--- config.mk ---
export PLATFORM = sky130hd
export DESIGN_NAME = front_panel_control
export DESIGN_NICKNAME = d
export VERILOG_FILES = /design/src/discrete_flag_reg.v /design/src/front_panel_control.v
export VERILOG_INCLUDE_DIRS = /design/src /design/src/pkg
export SDC_FILE = /design/constraint.sdc
export NUM_CORES = 1
export LEC_CHECK = 0
export BUFFER_PORTS_ARGS = -buffer_cell sky130_fd_sc_hd__buf_4
export CELL_PAD_IN_SITES_DETAIL_PLACEMENT = 0
export CELL_PAD_IN_SITES_GLOBAL_PLACEMENT = 2
export CORE_MARGIN = 3
export CORE_UTILIZATION = 39
export CTS_CLUSTER_SIZE = 30
export DETAILED_ROUTE_END_ITERATION = 10
export HOLD_SLACK_MARGIN = 0.08
export PLACE_DENSITY = 0.94
export SLEW_MARGIN = 30
export SYNTH_ARGS = -nofsm -noshare
export SYNTH_HDL_FRONTEND = slang
export SYNTH_SLANG_ARGS = --single-unit
--- constraint.sdc ---
create_clock -name pclk -period 3.43 [get_ports pclk]
set_input_delay 0.343 -clock pclk [delete_from_list [all_inputs] [get_ports pclk]]
set_output_delay 0.343 -clock pclk [all_outputs]
set_load 0.01 [all_outputs]
--- src/pkg/front_panel_defs.vh ---
// Constants shared by the front-panel control block and its testbench.
`ifndef FRONT_PANEL_DEFS_VH
`define FRONT_PANEL_DEFS_VH

// Register byte offsets on the APB bus.
`define OFS_CTRL 12'h000
`define OFS_FLAGS 12'h004
`define OFS_STATUS 12'h008
`define OFS_FUNC_CODE 12'h00c
`define OFS_SWITCHES 12'h010
`define OFS_ADDR_MASK 12'hffc

// Control register fields.
`define CTRL_RUN_SET 0
`define CTRL_SHIFT_EN 1
`define CTRL_SERIAL_IN 2
`define CTRL_READ_SWITCHES 3
`define CTRL_MEM_FUNC_MASK_LO 8
`define CTRL_MEM_FUNC_MASK_HI 15
`define CTRL_RESET_VAL 32'h0000_0000

// Flags register fields.
`define FLAG_ION 0
`define FLAG_FETCH 1
`define FLAG_DEFER 2
`define FLAG_EXECUTE 3
`define FLAG_CARRY 4

// Control discrete register stage positions.
`define STG_KEY 0
`define STG_RUN 1
`define STG_DCH 2
`define STG_KEYM 3

// Manual function code: low byte only, high byte ignored.
`define FUNC_CODE_HI 7
`define FUNC_CODE_RESET_VAL 8'h00

// Timing, in cycles of the 100 ns pclk.
`define CLK_PERIOD_NS 100
`define INIT_PULSE_NS 200
`define INIT_PULSE_CYCLES ((`INIT_PULSE_NS + `CLK_PERIOD_NS - 1) / `CLK_PERIOD_NS)
`define READ_SWITCHES_INSTR_HOLD_NS 400
`define READ_SWITCHES_INSTR_HOLD_CYCLES ((`READ_SWITCHES_INSTR_HOLD_NS + `CLK_PERIOD_NS - 1) / `CLK_PERIOD_NS)
`define COUNT_W 4

// Synchroniser reset: supplies low, bus and active-low switch pins at their idle high level.
`define PIN_SYNC_RESET 23'h1fffe7

`endif

--- src/discrete_flag_reg.v ---
// Four-stage discrete flag register with master clear, load strobe and right shift.
module discrete_flag_reg
(
   input wire clk,
   input wire rst_n,
   input wire master_clear_input,
   input wire load_strobe,
   input wire shift_en,
   input wire serial_in_bit,
   input wire [3:0] d,
   output reg [3:0] q
);

   // Master clear beats both load and shift, so a clear pulse always wins.
   always @(posedge clk or negedge rst_n)
   begin
      if (!rst_n)
      begin
         q <= 4'h0;
      end
      else if (master_clear_input)
      begin
         q <= 4'h0;
      end
      else if (load_strobe)
      begin
         q <= d;
      end
      else if (shift_en)
      begin
         q <= {serial_in_bit, q[3:1]};
      end
   end

endmodule

--- src/front_panel_control.v ---
// Front-panel control: initialising pulses, run gating, flags, lamps and panel requests.
//
// Function
// - Supply-good rise makes clear and load pulses
// - Panel clear release also makes both pulses
// - Any inhibit low zeroes run at phase five
// - Run sets only with inhibits high and set path
// - Clear pulse master-clears the flag register
// - Panel clear drops run before pulses
// - Flag stages load independently on load strobe
// - Shift mode moves right taking serial bit
// - Address lamps show shift register when stopped
// - Data lamps follow the memory bus
// - Carry, run, ion, state flags shown active low
// - Read switches drops data gate, disconnects memory
// - On request the switch gate line drops
// - Function codes active high, high byte ignored
// - State changes only on the clock edge
// - Request enters manual state, memory state if needed
`include "front_panel_defs.vh"

module front_panel_control
(
   input wire pclk,
   input wire presetn,
   input wire psel,
   input wire penable,
   input wire pwrite,
   input wire [11:0] paddr,
   input wire [31:0] pwdata,
   output reg [31:0] prdata,
   output reg pready,
   output reg pslverr,
   input wire supply_good,
   input wire core_supply_good,
   input wire halt_n,
   input wire panel_clear_n,
   input wire panel_request_n,
   input wire timing_phase_five,
   input wire mem_clk_tick,
   input wire [15:0] membus_in,
   input wire [15:0] cpu_interface_shift_reg,
   output reg clear_pulse_n,
   output reg initial_load_pulse_n,
   output reg panel_data_gate_n,
   output reg memory_bus_disconnect,
   output reg panel_switch_gate_n,
   output reg [14:0] addr_lamps_n,
   output reg [15:0] data_lamps_n,
   output reg lamp_carry_n,
   output reg lamp_run_n,
   output reg lamp_ion_n,
   output reg lamp_fetch_n,
   output reg lamp_defer_n,
   output reg lamp_execute_n
);

   // Manual-function sequencer states, one-hot.
   localparam ST_IDLE = 3'b001;
   localparam ST_KEY = 3'b010;
   localparam ST_KEYM = 3'b100;

   // Two-stage synchronisers for every pin input. The switch pins and the bus reset to
   // their idle high level, so no false request or clear is seen as reset ends. The
   // supplies reset low, so a supply already good at release still gives one rise.
   reg [22:0] pin_meta_reg;
   reg [22:0] pin_sync_reg;
   wire supply_good_s;
   wire core_supply_good_s;
   wire halt_n_s;
   wire panel_clear_n_s;
   wire panel_request_n_s;
   wire phase_five_s;
   wire mem_tick_s;
   wire [15:0] membus_s;

   always @(posedge pclk or negedge presetn)
   begin
      if (!presetn)
      begin
         pin_meta_reg <= `PIN_SYNC_RESET;
         pin_sync_reg <= `PIN_SYNC_RESET;
      end
      else
      begin
         pin_meta_reg <= {core_supply_good, supply_good, membus_in, mem_clk_tick, timing_phase_five,
            panel_request_n, panel_clear_n, halt_n};
         pin_sync_reg <= pin_meta_reg;
      end
   end

   assign supply_good_s = pin_sync_reg[21];
   assign core_supply_good_s = pin_sync_reg[22];
   assign halt_n_s = pin_sync_reg[0];
   assign panel_clear_n_s = pin_sync_reg[1];
   assign panel_request_n_s = pin_sync_reg[2];
   assign phase_five_s = pin_sync_reg[3];
   assign mem_tick_s = pin_sync_reg[4];
   assign membus_s = pin_sync_reg[20:5];

   // Initialising pulses: the clear switch is gated with supply good, and the rising
   // edge of the combined level starts a counted pulse. A capacitor cannot be trusted
   // in a synchronous design, so the width is a whole number of clocks instead.
   localparam [31:0] INIT_LOAD = `INIT_PULSE_CYCLES;
   localparam [31:0] READ_SWITCHES_INSTR_LOAD = `READ_SWITCHES_INSTR_HOLD_CYCLES;
   reg init_level_reg;
   reg [`COUNT_W-1:0] init_count_reg;
   wire init_level;
   wire init_rise;

   assign init_level = panel_clear_n_s & supply_good_s;
   assign init_rise = init_level & ~init_level_reg;

   always @(posedge pclk or negedge presetn)
   begin
      if (!presetn)
      begin
         init_level_reg <= 1'b0;
         init_count_reg <= {`COUNT_W{1'b0}};
         clear_pulse_n <= 1'b1;
         initial_load_pulse_n <= 1'b1;
      end
      else
      begin
         init_level_reg <= init_level;
         if (init_rise)
         begin
            init_count_reg <= INIT_LOAD[`COUNT_W-1:0];
         end
         else if (init_count_reg != {`COUNT_W{1'b0}})
         begin
            init_count_reg <= init_count_reg - 1'b1;
         end
         clear_pulse_n <= ~(init_rise | (init_count_reg > 1));
         initial_load_pulse_n <= ~(init_rise | (init_count_reg > 1));
      end
   end

   wire master_clear_input;
   assign master_clear_input = ~clear_pulse_n;

   // Software registers.
   reg [31:0] ctrl_reg;
   reg [7:0] func_code_reg;
   reg [15:0] switches_reg;
   reg carry_reg;
   reg [2:0] state_reg;
   reg [`COUNT_W-1:0] read_switches_instr_count_reg;
   reg read_switches_instr_busy_reg;

   wire apb_done;
   wire apb_write;
   wire flags_write;
   wire read_switches_instr_start;
   assign apb_done = psel & penable & pready;
   assign apb_write = apb_done & pwrite;
   assign flags_write = apb_write & (paddr == `OFS_FLAGS);
   assign read_switches_instr_start = apb_write & (paddr == `OFS_CTRL) & pwdata[`CTRL_READ_SWITCHES];

   // Decodes whether an address is one of ours.
   function addr_mapped;
      input [11:0] a;
      begin
         addr_mapped = (a == `OFS_CTRL) | (a == `OFS_FLAGS) | (a == `OFS_STATUS) |
            (a == `OFS_FUNC_CODE) | (a == `OFS_SWITCHES);
      end
   endfunction

   // Control discrete register: key, run, dch and manual-memory stages.
   wire [3:0] ctrl_q;
   reg [3:0] ctrl_d;
   wire inhibit_ok;
   wire run_set_path;
   wire ctrl_load;

   assign inhibit_ok = panel_clear_n_s & supply_good_s & core_supply_good_s & halt_n_s;
   assign run_set_path = ctrl_reg[`CTRL_RUN_SET] | ctrl_q[`STG_RUN];
   assign ctrl_load = phase_five_s & mem_tick_s;

   // The manual stages follow the sequencer; run follows the inhibit gating.
   always @*
   begin
      ctrl_d = ctrl_q;
      ctrl_d[`STG_RUN] = inhibit_ok & run_set_path;
      ctrl_d[`STG_KEY] = (state_reg == ST_KEY);
      ctrl_d[`STG_KEYM] = (state_reg == ST_KEYM);
      ctrl_d[`STG_DCH] = 1'b0;
   end

   discrete_flag_reg ctrl_flags
   (
      .clk(pclk),
      .rst_n(presetn),
      .master_clear_input(master_clear_input),
      .load_strobe(ctrl_load),
      .shift_en(1'b0),
      .serial_in_bit(1'b0),
      .d(ctrl_d),
      .q(ctrl_q)
   );

   // Processor state flags, loaded by software or shifted when shift mode is on.
   wire [3:0] proc_q;
   wire proc_shift;
   assign proc_shift = ctrl_reg[`CTRL_SHIFT_EN] & ctrl_load;

   discrete_flag_reg proc_flags
   (
      .clk(pclk),
      .rst_n(presetn),
      .master_clear_input(master_clear_input),
      .load_strobe(flags_write),
      .shift_en(proc_shift),
      .serial_in_bit(ctrl_reg[`CTRL_SERIAL_IN]),
      .d(pwdata[3:0]),
      .q(proc_q)
   );

   // Manual-function sequencer. The panel already debounces its request, so a
   // synchronised low level is taken as one clean request.
   wire func_needs_mem;
   assign func_needs_mem = |(membus_s[7:0] & ctrl_reg[`CTRL_MEM_FUNC_MASK_HI:`CTRL_MEM_FUNC_MASK_LO]);

   always @(posedge pclk or negedge presetn)
   begin
      if (!presetn)
      begin
         state_reg <= ST_IDLE;
         func_code_reg <= `FUNC_CODE_RESET_VAL;
         panel_switch_gate_n <= 1'b1;
      end
      else if (master_clear_input)
      begin
         state_reg <= ST_IDLE;
         panel_switch_gate_n <= 1'b1;
      end
      else
      begin
         case (state_reg)
            ST_IDLE:
            begin
               if (!panel_request_n_s)
               begin
                  state_reg <= ST_KEY;
                  panel_switch_gate_n <= 1'b0;
               end
            end
            ST_KEY:
            begin
               // Codes are active high; the upper byte is ignored.
               func_code_reg <= membus_s[`FUNC_CODE_HI:0];
               if (func_needs_mem)
               begin
                  state_reg <= ST_KEYM;
               end
               else if (panel_request_n_s)
               begin
                  state_reg <= ST_IDLE;
                  panel_switch_gate_n <= 1'b1;
               end
            end
            ST_KEYM:
            begin
               if (panel_request_n_s & mem_tick_s)
               begin
                  state_reg <= ST_IDLE;
                  panel_switch_gate_n <= 1'b1;
               end
            end
            default:
            begin
               state_reg <= ST_IDLE;
               panel_switch_gate_n <= 1'b1;
            end
         endcase
      end
   end

   // Read-switches: the memories are cut off while the data gate is low, and the
   // switches are sampled at the end so the synchronised bus has settled.
   always @(posedge pclk or negedge presetn)
   begin
      if (!presetn)
      begin
         read_switches_instr_busy_reg <= 1'b0;
         read_switches_instr_count_reg <= {`COUNT_W{1'b0}};
         switches_reg <= 16'h0000;
         panel_data_gate_n <= 1'b1;
         memory_bus_disconnect <= 1'b0;
      end
      else if (read_switches_instr_start & ~read_switches_instr_busy_reg)
      begin
         read_switches_instr_busy_reg <= 1'b1;
         read_switches_instr_count_reg <= READ_SWITCHES_INSTR_LOAD[`COUNT_W-1:0];
         panel_data_gate_n <= 1'b0;
         memory_bus_disconnect <= 1'b1;
      end
      else if (read_switches_instr_busy_reg)
      begin
         if (read_switches_instr_count_reg == {`COUNT_W{1'b0}})
         begin
            switches_reg <= ~membus_s;
            read_switches_instr_busy_reg <= 1'b0;
            panel_data_gate_n <= 1'b1;
            memory_bus_disconnect <= 1'b0;
         end
         else
         begin
            read_switches_instr_count_reg <= read_switches_instr_count_reg - 1'b1;
         end
      end
   end

   // APB slave with one wait state, so prdata and pready both come from flops.
   always @(posedge pclk or negedge presetn)
   begin
      if (!presetn)
      begin
         ctrl_reg <= `CTRL_RESET_VAL;
         carry_reg <= 1'b0;
         pready <= 1'b0;
         pslverr <= 1'b0;
         prdata <= 32'h0000_0000;
      end
      else
      begin
         pready <= psel & penable & ~pready;
         if (psel & penable & ~pready)
         begin
            pslverr <= ~addr_mapped(paddr);
            case (paddr)
               `OFS_CTRL: prdata <= ctrl_reg;
               `OFS_FLAGS: prdata <= {27'h0000000, carry_reg, proc_q};
               `OFS_STATUS: prdata <= {20'h00000, read_switches_instr_busy_reg, state_reg, ~init_level_reg,
                  inhibit_ok, ~clear_pulse_n, ~panel_switch_gate_n, ctrl_q};
               `OFS_FUNC_CODE: prdata <= {24'h000000, func_code_reg};
               `OFS_SWITCHES: prdata <= {16'h0000, switches_reg};
               default: prdata <= 32'h0000_0000;
            endcase
         end
         else
         begin
            pslverr <= 1'b0;
         end
         if (master_clear_input)
         begin
            ctrl_reg[`CTRL_RUN_SET] <= 1'b0;
            carry_reg <= 1'b0;
         end
         else if (apb_write & (paddr == `OFS_CTRL))
         begin
            ctrl_reg <= {pwdata[31:4], 1'b0, pwdata[2:0]};
         end
         else if (flags_write)
         begin
            carry_reg <= pwdata[`FLAG_CARRY];
         end
         else if (ctrl_load & ctrl_q[`STG_RUN])
         begin
            // The continue request is used up once run has been taken.
            ctrl_reg[`CTRL_RUN_SET] <= 1'b0;
         end
      end
   end

   // Lamps, all active low. Address lamps read meaningless while running, so they are blanked.
   always @(posedge pclk or negedge presetn)
   begin
      if (!presetn)
      begin
         addr_lamps_n <= 15'h7fff;
         data_lamps_n <= 16'hffff;
         lamp_carry_n <= 1'b1;
         lamp_run_n <= 1'b1;
         lamp_ion_n <= 1'b1;
         lamp_fetch_n <= 1'b1;
         lamp_defer_n <= 1'b1;
         lamp_execute_n <= 1'b1;
      end
      else
      begin
         addr_lamps_n <= ctrl_q[`STG_RUN] ? 15'h7fff : ~cpu_interface_shift_reg[14:0];
         data_lamps_n <= membus_s;
         lamp_carry_n <= ~carry_reg;
         lamp_run_n <= ~ctrl_q[`STG_RUN];
         lamp_ion_n <= ~proc_q[`FLAG_ION];
         lamp_fetch_n <= ~proc_q[`FLAG_FETCH];
         lamp_defer_n <= ~proc_q[`FLAG_DEFER];
         lamp_execute_n <= ~proc_q[`FLAG_EXECUTE];
      end
   end

endmodule

==> impl_metrics.env <==
export IMPL_synthesis_nets=636
export IMPL_largest_reg_flops=32
export IMPL_preCtsSetupSlack_ns=0.995
export IMPL_final_cells=991
export IMPL_start_util=0.402
export IMPL_status="finished clean"
export IMPL_crit_arrival_ns=2.35
export IMPL_grt_start_max_net_pins=89
export IMPL_drc=0
export IMPL_avgSynthCellArea_sq_um=13.4
export IMPL_antenna_found_initial=0
export IMPL_p_leak_nw=4.65
export IMPL_final_common_cell="buf_4"
export IMPL_ys_seq_elements=197
export IMPL_power_frac_clock=0.396
export IMPL_maxCapViolCount=0
export IMPL_min_path_type="input port to flip-flop"
export IMPL_antennaDiodeCount=0
export IMPL_tns_ns=0
export IMPL_cpLargestDelayFamily="simple AND/OR/NAND/NOR gates"
export IMPL_timing_hold_violations_final=0
export IMPL_p_int_mw=3.90
export IMPL_clkLatencyLatePin_ns=0.43
export IMPL_yosysSeqAreaShare=0.686
export IMPL_fin_ws_ns=1.39
export IMPL_final_cell_mix="168 x buf_4, 118 x dfrtp_1, 81 x nand2_1"
export IMPL_rows=49
export IMPL_critPathLaunchType="flip-flop"
export IMPL_ioPinCount=164
export IMPL_grt_pass1_wl_um=27700
export IMPL_comb_power_share=0.096
export IMPL_initialDrtViolationCount=280
export IMPL_final_core_util=0.537
export IMPL_final_max_slew_violation_count=0
export IMPL_synth_cell_types=53
export IMPL_irDropWorstVdd_uv=350
export IMPL_drive_above_1_share=0.415
export IMPL_fp_coreArea_sq_um=18200
export IMPL_synth_warnings=0
export IMPL_gp_congestion=0.881
export IMPL_worstMarginPinSlew_ns=0.700
export IMPL_skew_ns=0.0147
export IMPL_drtPass1Iterations=5
export IMPL_grt_overflow=0
export IMPL_vias=5007
export IMPL_p_per_area_nw_per_um2=520
export IMPL_io_buffer_count=162
export IMPL_die_y_um=143
export IMPL_post_drt_wl_per_cell_um=17.7
export IMPL_async_flop_share=1.00
export IMPL_fmax_mhz=490
export IMPL_ant_nets=0
export IMPL_cts_resized=0
export IMPL_period_share=0.595
export IMPL_p_seq_frac=0.508
export IMPL_min_period_ns=2.04
export IMPL_dieArea_sq_um=20500
export IMPL_setup_viol=0
export IMPL_switching_power_mw=1.19
export IMPL_fin_nets=840
export IMPL_worstPathRequired_ns=3.74
export IMPL_cp_slowest_cell="nor4_4"
export IMPL_worstPathMaxFanout=17
export IMPL_post_cts_buffers=0
export IMPL_cts_made_buffers=17
export IMPL_cts_sinks=197
export IMPL_ctsHoldBuffers=39
export IMPL_clkSlewWorstSetupHoldPaths_ns=0.06
export IMPL_end_kind="flip-flop"
export IMPL_syn_instance_count=545
export IMPL_cp_num_buf_inv=1
export IMPL_switching_share=0.234
export IMPL_tritoncts="built"
export IMPL_die_x_um=143
export IMPL_crit_chain="nand4_1 > nor4_4 > nand3_2 > buf_4 > mux2_4"
export IMPL_clock_path_buffers=2
export IMPL_route_detailed_vias_per_inst=5.05
export IMPL_grt_pass1_vias=5124
export IMPL_placed_cells=920
export IMPL_place_hpwl_um=12500
export IMPL_critical_path_max_stage_delay_ns=0.50
export IMPL_syn_area_sq_um=7330
export IMPL_wirelength_um=17500
export IMPL_synth_flop_cell="dfrtp_1"
export IMPL_synth_edff_count=0
export IMPL_rsz0062_at_grt="no"
export IMPL_slew_headroom=0.533
export IMPL_grt_util_all_layers=0.176
export IMPL_root_buffer="clkbuf_16"
export IMPL_htree_levels=4
export IMPL_setup_worst_path_class="flip-flop to flip-flop"
export IMPL_syn2layout_area_growth_pct=33.4
## path summary, 6_finish.rpt
kind                            cells past startpoint  slack [ns]              from           endpoint
worst max-delay path                                5        1.39            pready       ctrl_reg[19]
worst min-delay path                                2        0.14         pwdata[6]        ctrl_reg[6]
worst max register to register                      5        1.39            pready       ctrl_reg[19]
worst min register to register                      0        0.35  pin_meta_reg[21]   pin_sync_reg[21]
max in group asynchronous                           3        1.97           presetn  panel_data_gate_n
min in group asynchronous                           2        0.54           presetn    proc_flags.q[0]
## Yosys cell counts (all sizes together) (7+ instances only)
cell	instances	area, sq um
inv	17	63.8
a21oi	9	45.0
dfstp	79	2080
nor3	12	65.1
a22oi	7	52.6
nand3	9	50.1
a22o	16	140
nand2	81	304
o21ai	35	175
dfrtp	118	2950
clkbuf	17	63.8
nor2	18	67.6
mux2	30	450
mux2i	13	130
## cell families (layout without fill, tap and decap cells)
| family | after synthesis | count (layout) | synth area share |
|---|---|---|---|
| fa+ha+maj | 3 | 3 | 0.00512 |
| buf+inv | 41 | 258 | 0.0249 |
| simple gates | 159 | 159 | 0.104 |
| mux | 46 | 46 | 0.0884 |
| compound gates | 97 | 97 | 0.0884 |
| xor+xnor | 2 | 2 | 0.00239 |
| flops | 197 | 197 | 0.686 |
## per-layer routing
metal	vias up	GRT usage	routed length, um
li1	2318	-	-
met1	2532	0.239	7510
met2	143	0.288	8690
met3	14	0.0409	1130
met4	0	0.0450	202
met5	-	0	0
## power groups by stage
| stage | sequential (mW) | combinational (mW) | clock, mW |
|---|---|---|---|
| 5_1_grt | 2.60 | 0.548 | 2.17 |
| 3_5_place_dp | 2.62 | 0.456 | 0 |
| 3_3_place_gp | 2.62 | 0.433 | 0 |
| 4_1_cts | 2.58 | 0.494 | 2.06 |
| 2_1_floorplan | 2.60 | 0.210 | 0 |
| 6_report | 2.58 | 0.487 | 2.01 |
## layout make-up
type,instances,area [sq um]
clock buffer,24,493
clock inverter,8,111
fill,1543,8430
inverter,18,67.6
multi-input combinational,307,2120
sequential,197,5030
tap,229,287
timing repair buffer,208,1670
## stage by stage
stage	power (mW)	cell area (sq um)	hold WS, ns
floorplan	2.81	7330	0.0474
global placement	3.05	8770	0.333
detailed placement	3.08	8770	0.335
CTS	5.14	9770	0.128
global route	5.32	9780	0.128
finish	5.08	9780	0.141
No activity file was read; power rests on OpenSTA's default activity.
